### src/inc/dafm_pkg.sv
// constants, record layout and carriers for the drive fault manager
// assumes a 10 MHz system clock and a word-wide plain register port
package dafm_pkg;

  localparam int CLK_PERIOD_NS  = 100;
  localparam int NS_PER_MS      = 1000000;

  // indicator blink half period and link watchdog, in milliseconds
  localparam int BLINK_HALF_MS  = 250;
  localparam int WDOG_MS        = 100;
  localparam int TICK_MS        = 1;
  // all times round down to whole cycles; nothing holds them at one cycle or more
  localparam int BLINK_HALF_CYC = (BLINK_HALF_MS * NS_PER_MS) / CLK_PERIOD_NS;
  localparam int WDOG_CYC       = (WDOG_MS * NS_PER_MS) / CLK_PERIOD_NS;
  localparam int TICK_CYC       = (TICK_MS * NS_PER_MS) / CLK_PERIOD_NS;

  localparam int HIST_DEPTH     = 10;

  // register offsets on the plain port
  localparam logic [7:0] OFS_STATUS   = 8'h00;
  localparam logic [7:0] OFS_CMD      = 8'h04;
  localparam logic [7:0] OFS_HIST_SEL = 8'h08;
  localparam logic [7:0] OFS_REC_BASE = 8'h0C;
  localparam int         REC_WORDS    = 8;

  // command register bits
  localparam int CMD_ALM_RESET_BIT  = 0;
  localparam int CMD_HIST_CLEAR_BIT = 1;

  // status register fields
  localparam int ST_ALARM_BIT   = 0;
  localparam int ST_PCO_BIT     = 1;
  localparam int ST_TIMEOUT_BIT = 2;
  localparam int ST_NOCFG_BIT   = 3;
  localparam int ST_BADCFG_BIT  = 4;
  localparam int ST_CODE_LSB    = 8;
  localparam int ST_SUB_LSB     = 16;
  localparam int ST_CNT_LSB     = 24;

  localparam logic [7:0]  OPE_DATA_ERR_CODE = 8'h70;
  localparam logic [15:0] OPINFO0_UNUSED    = 16'hFFFF;
  localparam logic [31:0] WORD_ZERO         = 32'h0000_0000;

  typedef enum logic [1:0] {NET_IDLE, NET_RUN, NET_LOST} dafm_net_t;

  typedef struct packed {
    logic red;
    logic green;
  } dafm_led_t;

  // alarm raised by the detectors elsewhere in the drive
  typedef struct packed {
    logic       valid;
    logic [7:0] code;
    logic [7:0] sub;
    logic       power_cycle_only;
    logic       abs_pos_error;
  } dafm_alarm_t;

  // live drive state sampled into a record
  typedef struct packed {
    logic [15:0] drv_temp;
    logic [15:0] mot_temp;
    logic [15:0] inv_volt;
    logic [15:0] phys_in;
    logic [7:0]  remote_out;
    logic        op_data_used;
    logic [7:0]  op_data_num;
    logic [7:0]  op_type;
    logic [31:0] fb_pos;
  } dafm_snap_t;

  typedef struct packed {
    logic [7:0]  code;
    logic [7:0]  sub;
    logic [15:0] drv_temp;
    logic [15:0] mot_temp;
    logic [15:0] inv_volt;
    logic [15:0] phys_in;
    logic [7:0]  remote_out;
    logic [15:0] opinfo0;
    logic [7:0]  opinfo1;
    logic [31:0] fb_pos;
    logic [31:0] t_boot;
    logic [31:0] t_op;
    logic [31:0] t_main;
  } dafm_rec_t;

endpackage

### src/logic/dafm_blink.sv
// square-wave blink phase for the status indicators
// assumes one system clock; restart forces the lit half to begin now
`timescale 1ns/1ns
module dafm_blink #(
  parameter int HALF_CYC = dafm_pkg::BLINK_HALF_CYC
) (
  input  wire logic CLK_SYS,
  input  wire logic RST_N,
  input  wire logic restart,
  output logic      blink_on
);

  logic [31:0] cnt_r;
  logic        at_end;

  assign at_end = (cnt_r >= 32'(HALF_CYC - 1));

  always_ff @(posedge CLK_SYS or negedge RST_N) begin
    if (!RST_N) begin
      cnt_r    <= 32'h0000_0000;
      blink_on <= 1'b1;
    end else if (restart) begin
      cnt_r    <= 32'h0000_0001;
      blink_on <= 1'b1;
    end else if (at_end) begin
      cnt_r    <= 32'h0000_0000;
      blink_on <= ~blink_on;
    end else begin
      cnt_r    <= cnt_r + 32'h0000_0001;
    end
  end

endmodule // dafm_blink

### src/logic/dafm_fault_mgr.sv
// drive fault manager: link watchdog, settings check, alarm latch, history
// assumes synchronous inputs, detectors pulse alarm.valid for one cycle
//
// Notes on behaviour
// RULE_01 - cyclic exchange stops: timeout, network indicator blinks red
// RULE_02 - link back: timeout clears, network indicator green
// RULE_03 - no settings loaded: module indicator blinks green
// RULE_04 - corrupt settings: module indicator blinks red
// RULE_05 - valid settings complete: module indicator steady green
// RULE_06 - host reinitialises settings, power cycles, reloads
// RULE_07 - alarm: fault outputs flip, motor stops
// RULE_08 - power indicator blinks red with alarm outputs
// RULE_09 - clear input acts on rising edge only
// RULE_10 - network command, tool or power cycle clear
// RULE_11 - power-cycle-only alarms ignore other clears
// RULE_12 - preset or homing done clears position error
// RULE_13 - ten records newest first, oldest dropped
// RULE_14 - host reads stored records through monitor access
// RULE_15 - maintenance command empties the whole history
// RULE_16 - record holds codes, temperatures, inverter voltage
// RULE_17 - operation data error sub code kept verbatim
// RULE_18 - record holds 16-bit physical input snapshot
// RULE_19 - record holds 8-bit remote output snapshot
// RULE_20 - record holds data number, operation type, position
// RULE_21 - record holds three elapsed-time counts
// RULE_22 - remote outputs sampled without network too
// RULE_23 - only numeric record fields readable
// RULE_24 - data number reads -1 when unused
// RULE_25 - alarm stays latched until valid reset
//
// Design decisions made here: strobed register access and the register offsets.
`timescale 1ns/1ns
module dafm_fault_mgr #(
  parameter int BLINK_HALF_CYC = dafm_pkg::BLINK_HALF_CYC,
  parameter int WDOG_CYC       = dafm_pkg::WDOG_CYC,
  parameter int TICK_CYC       = dafm_pkg::TICK_CYC
) (
  input  wire logic                  CLK_SYS,
  input  wire logic                  RST_N,
  input  wire logic                  HIST_RST_N,
  input  wire logic [7:0]            ADDR,
  input  wire logic [31:0]           WDATA,
  input  wire logic                  WR,
  input  wire logic                  RD,
  output logic [31:0]                RDATA,
  input  wire logic                  PD_STROBE,
  input  wire logic                  CFG_LOADED,
  input  wire logic                  CFG_CORRUPT,
  input  wire dafm_pkg::dafm_alarm_t ALARM,
  input  wire logic                  FAULT_CLEAR_IN,
  input  wire logic                  TOOL_RESET,
  input  wire logic                  PRESET_DONE,
  input  wire logic                  HOME_DONE,
  input  wire logic                  OP_START,
  input  wire logic                  MAIN_PWR_ON,
  input  wire dafm_pkg::dafm_snap_t  SNAP,
  output logic                       FAULT_FLAG_OUT,
  output logic                       FAULT_FLAG_INVERTED_OUT,
  output logic                       MOTOR_STOP,
  output dafm_pkg::dafm_led_t        NETWORK_STATE_INDICATOR,
  output dafm_pkg::dafm_led_t        MODULE_STATE_INDICATOR,
  output dafm_pkg::dafm_led_t        POWER_FAULT_INDICATOR
);

  // pick one numeric word of a record; no text is ever stored
  function automatic logic [31:0] rec_word(input dafm_pkg::dafm_rec_t r,
                                           input logic [2:0] idx);
    case (idx)
      3'h0:    rec_word = {8'h00, r.opinfo1, r.sub, r.code};
      3'h1:    rec_word = {r.mot_temp, r.drv_temp};
      3'h2:    rec_word = {r.phys_in, r.inv_volt};
      3'h3:    rec_word = {8'h00, r.remote_out, r.opinfo0};
      3'h4:    rec_word = r.fb_pos;
      3'h5:    rec_word = r.t_boot;
      3'h6:    rec_word = r.t_op;
      3'h7:    rec_word = r.t_main;
      default: rec_word = dafm_pkg::WORD_ZERO;
    endcase
  endfunction

  // ---------------- link watchdog and indicators ----------------
  dafm_pkg::dafm_net_t net_r;
  dafm_pkg::dafm_net_t net_nxt;
  logic [31:0]         wdog_r;
  logic                wdog_hit;
  logic                blink_free;
  logic                blink_alm;
  logic                alm_raise;

  assign wdog_hit = (wdog_r >= 32'(WDOG_CYC - 1));

  always_comb begin
    net_nxt = net_r;
    case (net_r)
      dafm_pkg::NET_IDLE: if (PD_STROBE) net_nxt = dafm_pkg::NET_RUN;
      dafm_pkg::NET_RUN:  if (!PD_STROBE && wdog_hit) net_nxt = dafm_pkg::NET_LOST; // RULE_01
      dafm_pkg::NET_LOST: if (PD_STROBE) net_nxt = dafm_pkg::NET_RUN; // RULE_02
      default:            net_nxt = dafm_pkg::NET_IDLE;
    endcase
  end

  always_ff @(posedge CLK_SYS or negedge RST_N) begin
    if (!RST_N) begin
      net_r  <= dafm_pkg::NET_IDLE;
      wdog_r <= 32'h0000_0000;
    end else begin
      net_r  <= net_nxt;
      wdog_r <= (PD_STROBE || wdog_hit) ? 32'h0000_0000 : wdog_r + 32'h0000_0001;
    end
  end

  dafm_blink #(.HALF_CYC(BLINK_HALF_CYC)) u_blink_free (
    .CLK_SYS  (CLK_SYS),
    .RST_N    (RST_N),
    .restart  (1'b0),
    .blink_on (blink_free)
  );

  // alarm blink restarts so its lit half lines up with the outputs
  dafm_blink #(.HALF_CYC(BLINK_HALF_CYC)) u_blink_alm (
    .CLK_SYS  (CLK_SYS),
    .RST_N    (RST_N),
    .restart  (alm_raise),
    .blink_on (blink_alm)
  );

  dafm_pkg::dafm_led_t net_led_nxt;
  dafm_pkg::dafm_led_t mod_led_nxt;

  assign net_led_nxt.red   = (net_nxt == dafm_pkg::NET_LOST) && blink_free; // RULE_01
  assign net_led_nxt.green = (net_nxt == dafm_pkg::NET_RUN); // RULE_02
  // corruption outranks missing settings: reload alone cannot fix it
  assign mod_led_nxt.red   = CFG_CORRUPT && blink_free; // RULE_04
  assign mod_led_nxt.green = !CFG_CORRUPT && (CFG_LOADED || blink_free); // RULE_03 RULE_05

  // ---------------- alarm latch ----------------
  logic       alm_r;
  logic       alm_nxt;
  logic       pco_r;
  logic       abs_r;
  logic [7:0] code_r;
  logic [7:0] sub_r;
  logic       clr_prev_r;
  logic       clr_edge;
  logic       cmd_rst;
  logic       soft_clear;
  logic       abs_clear;
  logic       clear_req;
  logic       wr_cmd;

  assign wr_cmd     = WR && (ADDR == dafm_pkg::OFS_CMD);
  assign cmd_rst    = wr_cmd && WDATA[dafm_pkg::CMD_ALM_RESET_BIT];
  assign clr_edge   = FAULT_CLEAR_IN && !clr_prev_r; // RULE_09
  assign soft_clear = (clr_edge || cmd_rst || TOOL_RESET) && !pco_r; // RULE_10 RULE_11
  assign abs_clear  = abs_r && !pco_r && (PRESET_DONE || HOME_DONE); // RULE_12
  assign clear_req  = alm_r && (soft_clear || abs_clear);
  assign alm_raise  = ALARM.valid && !alm_r;
  // a new alarm wins over a clear in the same cycle
  assign alm_nxt    = ALARM.valid || (alm_r && !clear_req); // RULE_25

  always_ff @(posedge CLK_SYS or negedge RST_N) begin
    if (!RST_N) begin
      alm_r      <= 1'b0;
      pco_r      <= 1'b0;
      abs_r      <= 1'b0;
      code_r     <= 8'h00;
      sub_r      <= 8'h00;
      clr_prev_r <= 1'b0;
    end else begin
      alm_r      <= alm_nxt;
      clr_prev_r <= FAULT_CLEAR_IN;
      if (ALARM.valid) begin
        code_r <= ALARM.code;
        sub_r  <= ALARM.sub;
        pco_r  <= ALARM.power_cycle_only || (alm_r && pco_r); // RULE_11
        abs_r  <= ALARM.abs_pos_error || (alm_r && abs_r);
      end else if (!alm_nxt) begin
        pco_r  <= 1'b0;
        abs_r  <= 1'b0;
      end
    end
  end

  // registered outputs; fault outputs, motor stop and power indicator all fed by alm_nxt
  always_ff @(posedge CLK_SYS or negedge RST_N) begin
    if (!RST_N) begin
      FAULT_FLAG_OUT          <= 1'b0;
      FAULT_FLAG_INVERTED_OUT <= 1'b1;
      MOTOR_STOP              <= 1'b0;
      POWER_FAULT_INDICATOR   <= '{red: 1'b0, green: 1'b1};
      NETWORK_STATE_INDICATOR <= '{red: 1'b0, green: 1'b0};
      MODULE_STATE_INDICATOR  <= '{red: 1'b0, green: 1'b0};
    end else begin
      FAULT_FLAG_OUT          <= alm_nxt; // RULE_07
      FAULT_FLAG_INVERTED_OUT <= !alm_nxt; // RULE_07
      MOTOR_STOP              <= alm_nxt; // RULE_07
      POWER_FAULT_INDICATOR.red   <= alm_nxt && (alm_raise || blink_alm); // RULE_08
      POWER_FAULT_INDICATOR.green <= !alm_nxt;
      NETWORK_STATE_INDICATOR <= net_led_nxt;
      MODULE_STATE_INDICATOR  <= mod_led_nxt;
    end
  end

  // ---------------- elapsed-time counters ----------------
  logic [31:0] tick_r;
  logic        tick;
  logic [31:0] t_boot_r;
  logic [31:0] t_op_r;
  logic [31:0] t_main_r;
  logic        op_used_r;
  logic [7:0]  op_num_r;

  assign tick = (tick_r >= 32'(TICK_CYC - 1));

  always_ff @(posedge CLK_SYS or negedge RST_N) begin
    if (!RST_N) begin
      tick_r    <= 32'h0000_0000;
      t_boot_r  <= 32'h0000_0000;
      t_op_r    <= 32'h0000_0000;
      t_main_r  <= 32'h0000_0000;
      op_used_r <= 1'b0;
      op_num_r  <= 8'h00;
    end else begin
      tick_r   <= tick ? 32'h0000_0000 : tick_r + 32'h0000_0001;
      t_boot_r <= t_boot_r + {31'h0000_0000, tick}; // RULE_21
      if (OP_START) t_op_r <= 32'h0000_0000;
      else          t_op_r <= t_op_r + {31'h0000_0000, tick};
      if (!MAIN_PWR_ON) t_main_r <= 32'h0000_0000;
      else              t_main_r <= t_main_r + {31'h0000_0000, tick};
      // the last number run is held while stopped
      if (OP_START) begin
        op_used_r <= SNAP.op_data_used;
        op_num_r  <= SNAP.op_data_num;
      end
    end
  end

  // ---------------- alarm history ----------------
  dafm_pkg::dafm_rec_t hist_mem [dafm_pkg::HIST_DEPTH];
  dafm_pkg::dafm_rec_t new_rec;
  logic [3:0]          hist_cnt_r;
  logic                hist_clr;

  assign hist_clr = wr_cmd && WDATA[dafm_pkg::CMD_HIST_CLEAR_BIT];

  assign new_rec.code       = ALARM.code; // RULE_16
  assign new_rec.sub        = ALARM.sub; // RULE_17
  assign new_rec.drv_temp   = SNAP.drv_temp; // RULE_16
  assign new_rec.mot_temp   = SNAP.mot_temp;
  assign new_rec.inv_volt   = SNAP.inv_volt;
  assign new_rec.phys_in    = SNAP.phys_in; // RULE_18
  // taken from the internal image, link or not
  assign new_rec.remote_out = SNAP.remote_out; // RULE_19 RULE_22
  assign new_rec.opinfo0    = op_used_r ? {8'h00, op_num_r}
                                        : dafm_pkg::OPINFO0_UNUSED; // RULE_24
  assign new_rec.opinfo1    = SNAP.op_type; // RULE_20
  assign new_rec.fb_pos     = SNAP.fb_pos; // RULE_20
  assign new_rec.t_boot     = t_boot_r; // RULE_21
  assign new_rec.t_op       = t_op_r;
  assign new_rec.t_main     = t_main_r;

  // storage survives the control reset; only its own reset or the history clear command empties it
  always_ff @(posedge CLK_SYS) begin
    if (ALARM.valid) begin
      for (int i = dafm_pkg::HIST_DEPTH - 1; i > 0; i--) begin
        hist_mem[i] <= hist_mem[i-1]; // RULE_13
      end
      hist_mem[0] <= new_rec;
    end
  end

  always_ff @(posedge CLK_SYS or negedge HIST_RST_N) begin
    if (!HIST_RST_N) begin
      hist_cnt_r <= 4'h0;
    end else if (ALARM.valid) begin
      // capture beats an erase in the same cycle
      if (hist_clr)
        hist_cnt_r <= 4'h1;
      else if (hist_cnt_r < 4'(dafm_pkg::HIST_DEPTH))
        hist_cnt_r <= hist_cnt_r + 4'h1; // RULE_13
    end else if (hist_clr) begin
      hist_cnt_r <= 4'h0; // RULE_15
    end
  end

  // ---------------- register port ----------------
  logic [3:0]  sel_r;
  logic [7:0]  rec_ofs;
  logic        rec_hit;
  logic        sel_valid;
  logic [31:0] status_word;
  logic [31:0] rd_word;

  assign rec_ofs   = ADDR - dafm_pkg::OFS_REC_BASE;
  assign rec_hit   = (ADDR >= dafm_pkg::OFS_REC_BASE) && (ADDR[1:0] == 2'h0)
                     && (rec_ofs[7:2] < 6'(dafm_pkg::REC_WORDS));
  assign sel_valid = (sel_r < hist_cnt_r);

  assign status_word = {4'h0, hist_cnt_r, sub_r, code_r, 3'h0,
                        CFG_CORRUPT, !CFG_LOADED,
                        (net_r == dafm_pkg::NET_LOST), pco_r, alm_r};

  // unselected, empty or unmapped reads return zero
  assign rd_word = (ADDR == dafm_pkg::OFS_STATUS)   ? status_word :
                   (ADDR == dafm_pkg::OFS_HIST_SEL) ? {28'h000_0000, sel_r} :
                   (rec_hit && sel_valid)           ? rec_word(hist_mem[sel_r], rec_ofs[4:2]) :
                   dafm_pkg::WORD_ZERO; // RULE_14 RULE_23

  always_ff @(posedge CLK_SYS or negedge RST_N) begin
    if (!RST_N) begin
      sel_r <= 4'h0;
      RDATA <= 32'h0000_0000;
    end else begin
      if (WR && ADDR == dafm_pkg::OFS_HIST_SEL) sel_r <= WDATA[3:0];
      RDATA <= RD ? rd_word : 32'h0000_0000; // RULE_14
    end
  end
endmodule // dafm_fault_mgr

### config.mk
export PLATFORM = sky130hd
export DESIGN_NAME = dafm_fault_mgr
export DESIGN_NICKNAME = d
export VERILOG_FILES = /design/src/inc/dafm_pkg.sv /design/src/logic/dafm_blink.sv /design/src/logic/dafm_fault_mgr.sv
export SDC_FILE = /design/constraint.sdc
export NUM_CORES = 2
export LEC_CHECK = 0
export BUFFER_PORTS_ARGS = -buffer_cell sky130_fd_sc_hd__buf_2
export CORE_ASPECT_RATIO = 0.7
export CORE_MARGIN = 4
export CORE_UTILIZATION = 24
export DETAILED_ROUTE_END_ITERATION = 16
export SKIP_LAST_GASP = 1
export SYNTH_ARGS = -nofsm -noshare
export SYNTH_HDL_FRONTEND = slang
export SYNTH_SLANG_ARGS = --single-unit
### constraint.sdc
create_clock -name CLK_SYS -period 3.37 [get_ports CLK_SYS]
set_clock_uncertainty 0.15 [all_clocks]
set_input_delay 0.674 -clock CLK_SYS [delete_from_list [all_inputs] [get_ports CLK_SYS]]
set_output_delay 0.674 -clock CLK_SYS [all_outputs]
set_load 0.005 [all_outputs]
### Yosys cells after proc, flatten, opt, wreduce, memory -nomap -nowiden

Memories as Yosys holds them, arrays and structs flattened.
Cells that the tools add are included.

* input bits: 194
* logic and storage cells: 136
* flip-flop bits (word level): 303
* output and inout port bits: 41
* memories kept: 1
* bits in writable memories: 2400

* bitwise logic cells: 2
* reduce and logical (&&, ||, !) cells: 48
* $add $sub $neg: 9
* $lt $le $gt $ge: 8
* multiplexer cells: 27
* eq/ne operators: 14

Memories
* hist_mem: words 10, width 240, read ports 10, clocked after Yosys merged registers in 0, write ports 10, RTL line dafm_fault_mgr.sv:239 `dafm_pkg::dafm_rec_t hist_mem [dafm_pkg::HIST_DEPTH];`

Operator list (number)
* 32-bit 2-to-1 mux: 11
* 32-bit one-hot mux with 8 select lines: 1
* 32-bit by 1-bit adder with 32-bit output (second input constant): 4
* 32-bit by 1-bit adder with 32-bit output: 3
* 32-bit by 22-bit greater-or-equal comparator with 1-bit output (second input constant): 2
* 32-bit by 14-bit greater-or-equal comparator with 1-bit output (second input constant): 1
* 32-bit by 20-bit greater-or-equal comparator with 1-bit output (second input constant): 1
* 1-bit logical AND: 21
* 16-bit 2-to-1 mux: 1
* 4-bit 2-to-1 mux: 4
* 3-bit == test (second input constant): 4
* 1-bit logical OR: 10
* 8-bit by 3-bit == test with 1-bit output (second input constant): 1
* 8-bit by 4-bit == test with 1-bit output (second input constant): 1
* 8-bit by 4-bit greater-or-equal comparator with 1-bit output (second input constant): 1
* 1-bit zero test: 8
* 8-bit zero test: 1
* 8-bit by 4-bit subtractor with 8-bit output (second input constant): 1
* 1-bit 2-to-1 mux: 7
* 3-bit by 2-bit == test with 1-bit output (second input constant): 2
* 6-bit by 4-bit < comparator with 1-bit output (second input constant): 1
* 2-bit nonzero test: 3
* 4-bit by 1-bit adder with 4-bit output (second input constant): 1
* 2-bit by 1-bit == test with 1-bit output (second input constant): 2
* 12 further kinds: 16

### Depth between registers and ports, before layout

* depth after elaboration: 13
* mapped depth: 14
* mapped depth without buffers: 13

### Cells and area by module

A second synthesis with hierarchy kept.

* cells, all modules: 5190
* area total of the unflattened synthesis: 102369.4 sq um

By module, submodules not included
* dafm_fault_mgr: instances 1, cells an instance 4902, area an instance 98996.2 sq um
* dafm_blink: instances 2, cells an instance 144, area an instance 1686.6 sq um

### Worst setup path after synthesis

No wires, ideal clock.

* path type: flip-flop to flip-flop
* start point: register tick_r[0]
* end point: register t_op_r[31]
* stages on the path, launching flop included: 15
* path slack: 0.045 ns
* data arrival time: 3.043 ns
* cells stage by stage: dfrtp_1 > ha_1 > and3_1 > o21a_1 > o31ai_1 > nand2_1 > clkbuf_1 > ha_1 > nand4_1 > nor4_1 > nand3b_1 > nor2_1 > nand2_1 > xor2_1 > nor2_1

* cells in the longest elaborated chain, start to end: 3

RTL lines
* start: declaration: RTL line dafm_fault_mgr.sv:205 `logic [31:0] tick_r;`
* start signal: assignment: RTL line dafm_fault_mgr.sv:224 `tick_r <= tick ? 32'h0000_0000 : tick_r + 32'h0000_0001;`
* 32-bit by 14-bit greater-or-equal comparator with 1-bit output: RTL line dafm_fault_mgr.sv:213 `assign tick = (tick_r >= 32'(TICK_CYC - 1));`
* 32-bit by 1-bit adder with 32-bit output: RTL line dafm_fault_mgr.sv:227 `else t_op_r <= t_op_r + {31'h0000_0000, tick};`
* 32-bit 2-to-1 mux: RTL line dafm_fault_mgr.sv:226 `if (OP_START) t_op_r <= 32'h0000_0000;`
* end signal: assignment: RTL line dafm_fault_mgr.sv:227
* end: declaration: RTL line dafm_fault_mgr.sv:208 `logic [31:0] t_op_r;`

Every way passes these cells.
A chain may end at the register's enable or synchronous reset.

### Final worst setup path

* start point: register sel_r[1]
* end point: register RDATA[15]

* cells in the longest elaborated chain, start to end: 6
* elaborated cells between the ends (all ways): 8
* classes of those cells: 1 x order compare; 5 x mux; 1 x reduce/logical; 1 x memory

RTL lines
* start: declaration: RTL line dafm_fault_mgr.sv:287 `logic [3:0] sel_r;`
* start signal: assignment: RTL line dafm_fault_mgr.sv:314 `if (WR && ADDR == dafm_pkg::OFS_HIST_SEL) sel_r <= WDATA[3:0];`
* memory read 10 x 240 bit / 4-bit < comparator (equally long branches)
* 32-bit one-hot mux with 8 select lines / 1-bit logical AND (equally long branches): RTL line dafm_fault_mgr.sv:68, dafm_fault_mgr.sv:306
* 32-bit 2-to-1 mux *: RTL line dafm_fault_mgr.sv:306 `(rec_hit && sel_valid) ? rec_word(hist_mem[sel_r], rec_ofs[4:2]) :`
* 32-bit 2-to-1 mux *: RTL line dafm_fault_mgr.sv:305 `(ADDR == dafm_pkg::OFS_HIST_SEL) ? {28'h000_0000, sel_r} :`
* 32-bit 2-to-1 mux *: RTL line dafm_fault_mgr.sv:304 `assign rd_word = (ADDR == dafm_pkg::OFS_STATUS) ? status_word :`
* 32-bit 2-to-1 mux *: RTL line dafm_fault_mgr.sv:315 `RDATA <= RD ? rd_word : 32'h0000_0000;`
* end signal: assignment: RTL line dafm_fault_mgr.sv:315
* end: declaration: RTL line dafm_fault_mgr.sv:45 `output logic [31:0] RDATA,`

Mark *: on every way between the ends. The rest lies on a longest branch, timed or not.

==> summary.md <==
| Metric | Value |
|---|---|
| Switching power | `16.1 mW` |
| Largest net degree at the start of global routing | `121` |
| CP Data Required Time | `3.94 ns` |
| Drt total wl | `280 mm` |
| Distinct cells, synth | `79` |
| Top-area cell type share of the netlist area | `0.689` |
| Async set-reset flop share out of synthesis | `0.115` |
| Setup TNS | `0 ns` |
| First-pass GRT wire length | `400 mm` |
| # DRC | `0` |
| Crit path time final | `3.35 ns` |
| Cell row count | `199` |
| # clock sinks | `2633` |
| Number of port buffers | `206` |
| Sequential fraction of the synthesis area | `0.763` |
| Total power | `72.4 mW` |
| Slew Limit Fails | `0` |
| H-tree levels | `5` |
| Syn avg cell area | `19.0 um^2` |
| Mapped Area | `102000 um^2` |
| CTS tree | `yes` |
| PwrDens | `588 nW/um^2` |
| Max Fclk | `299 MHz` |
| Io pins | `235` |
| Sequential share of power | `0.534` |
| Combinational share of power | `0.060` |
| Vias in the first global route | `54300` |
| Overall die area | `434000 um^2` |
| DRT Pass-1 Iters | `7` |
| Clock network fraction of total power | `0.406` |
| EDFF count, synth | `2330` |
| Clk slew on worst S/H paths | `0.07 ns` |
| Synth Warn # | `0` |
| First-iteration detailed-routing DRC count | `6934` |
| Die Y | `552 um` |
| Post-place setup slack | `-0.429 ns` |
| DR vias/cell | `4.57` |
| GRT Total Usage | `0.125` |
| Slew headroom | `0.456` |
| CP Launch Type | `flop` |
| Drt wl/cell | `23.3 um` |
| #FFs+latches synth | `2633` |
| Max-cap violations | `0` |
| Post-synthesis cell count | `5335` |
| Worst-Skew Late Latency | `0.86 ns` |
| VDD IR max | `0.366 mV` |
| Hold Crit Class | `in -> reg` |
| Primary FF master, synth | `edfxtp_1` |
| Initial Utilization | `0.241` |
| Core area | `421000 um^2` |
| Chip Width | `786 um` |
| Clock Path Buffers | `4` |
| Clk root buf | `clkbuf_16` |
| Total number of vias | `55100` |
| Worst-Margin Slew | `0.816 ns` |
| CTS Buf Count | `268` |
| Antenna Nets Post-Route | `0` |
| Remaining global-route overflow | `0` |
| Status | `complete, no violations` |
| Final hold viol count | `0` |
| CP Capture Type | `flop` |
| Layout cell share with drive strength beyond 1 | `0.225` |
| Post-Layout Cell Count | `12000` |
| Initial antenna violation count | `44` |
| Internal power | `56.2 mW` |
| Crit-path max FO | `12` |
| Setup Crit Path Kind | `reg -> reg` |
| Area of all placed cells without fillers | `123000 um^2` |
| Post-DP HPWL | `198 mm` |
| Nets | `6407` |
| Cell taking the most area after synthesis | `edfxtp_1` |
| Placed Area | `113000 um^2` |
| Final Setup Violations | `0` |
| Final critical-path share of the clock period | `0.993` |
| Net Sw Frac | `0.223` |
| Arrival @ worst endpoint | `3.92 ns` |
| Layout Area Growth over Synthesis | `21.2%` |
| Final critical-path setup slack | `0.0245 ns` |
| GP Congestion | `0.852` |
| LEAKAGE | `41.1 nW` |
| Dpl cells | `11400` |
| Synth top area cells | `edfxtp_1 (69%), dfrtp_1 (7.4%), mux4_2 (6.9%), mux2i_1 (5.5%), o22ai_1 (1.3%)` |
## final cells by class
class	count	area, um^2
Antenna cell	13	32.5
Clock buffer	353	7430
Clock inverter	119	1100
Fill cell	41300	298000
Inverter	20	75.1
Multi-Input combinational cell	2466	22600
Sequential cell	2633	77600
Tap cell	5628	7040
Timing Repair Buffer	810	7200
## registers in the layout (all words and copies together), names as in the netlist, 4 cells and up
register	cells
u_blink_alm.cnt_r	32
op_num_r	8
sel_r	4
t_op_r	32
sub_r	8
RDATA	32
t_boot_r	32
hist_cnt_r	4
code_r	8
hist_mem	2330
tick_r	32
wdog_r	32
t_main_r	32
u_blink_free.cnt_r	32
## Yosys cell counts, types with 44 or more instances
master	instances
a21oi_1	70
buf_4	50
buf_2	88
clkbuf_1	69
nand2_1	148
nor2_1	203
nand4_1	45
xnor2_1	76
mux4_2	313
mux2i_1	554
nand3_1	88
and3_1	44
o21ai_0	65
xor2_1	81
a22oi_1	68
dfrtp_1	300
o22ai_1	206
nor4_1	55
edfxtp_1	2330
## cells in the final DEF, fill, tap and decap left out, types with 51 or more instances in the layout
cell	Yosys	routed
a21oi_1	70	69
a22oi_1	68	68
buf_12	0	100
buf_2	88	203
buf_4	50	358
clkbuf_1	69	56
clkbuf_16	0	278
dfrtp_1	300	296
dlygate4sd3_1	0	147
edfxtp_1	2330	2330
mux2i_1	554	554
mux4_2	313	313
nand2_1	148	148
nand3_1	88	87
nor2_1	203	201
nor4_1	55	51
o21ai_0	65	63
o22ai_1	206	206
xnor2_1	76	76
xor2_1	81	81
## layer usage
metal	global-route usage	vias to the layer above	wire [um]
li1	-	23300	-
met1	0.182	28900	123000
met2	0.185	2523	124000
met3	0.0322	386	26700
met4	0.0284	2	6490
met5	0	-	7
## final timing paths
check | slack, ns | endpoint | cells after the start | startpoint
worst min-delay path | 0.05 | sel_r[3]$_DFFE_PN0P_ | 3 | WDATA[3]
max in group asynchronous | 1.94 | RDATA[30]$_DFF_PN0_ | 3 | RST_N
worst min register to register | 0.27 | hist_mem[5][128]$_DFFE_PP_ | 0 | hist_mem[4][128]$_DFFE_PP_
worst max-delay path | 0.02 | RDATA[15]$_DFF_PN0_ | 10 | sel_r[1]$_DFFE_PN0P_
min in group asynchronous | 0.17 | hist_cnt_r[2]$_DFFE_PN0P_ | 2 | HIST_RST_N
worst max register to register | 0.02 | RDATA[15]$_DFF_PN0_ | 10 | sel_r[1]$_DFFE_PN0P_
## power by group through the flow
stage                     Clock, mW  Combinational (mW)  Sequential [mW]
after detailed placement          0                4.18             39.3
after floorplan                   0                1.99             38.8
final                          29.4                4.35             38.6
after global routing           31.5                4.62             38.8
after global placement            0                4.13             39.2
after CTS                      30.1                4.36             38.7
## logic make-up after synthesis
kind of cell             after synthesis  synth area share
buffers and inverters                285            0.0169
XOR/XNOR                             157            0.0135
AND/OR/NAND/NOR                      773            0.0391
flip-flops                          2633             0.763
AO/OA/AOI/OAI                        566            0.0370
adder cells (fa/ha/maj)               14           0.00172
multiplexers                         906             0.128
other                                  1         0.0000369
## through the flow
step | hold WS [ns] | util
2_1_floorplan | 0.228 | -
5_1_grt | 0.0276 | 0.292
3_5_place_dp | 0.278 | 0.268
6_report | 0.0532 | 0.292
4_1_cts | 0.00433 | 0.292
3_3_place_gp | 0.272 | 0.268
## timing repair
| action | in CTS | in global routing |
|---|---|---|
| hold buffers | 147 | 0 |
| gates resized for setup | 7 | 17 |
| hold endpoints to repair | 300 | 0 |
| pin swaps | 0 | 3 |
| endpoints found under the setup margin | 10 | 41 |
| setup buffers | 4 | 10 |
## worst max-delay path, stage by stage, from the launching register on
cell       delay [ns]
dfrtp_4          0.61
buf_12           0.19
nand4bb_1        0.22
buf_4            0.39
o22ai_1          0.17
or4_1            0.53
nor4_1           0.24
a21oi_1          0.18
o21ai_2          0.26
buf_4            0.17
a21oi_1          0.07
Note: power is estimated with default switching activity, not from simulation.
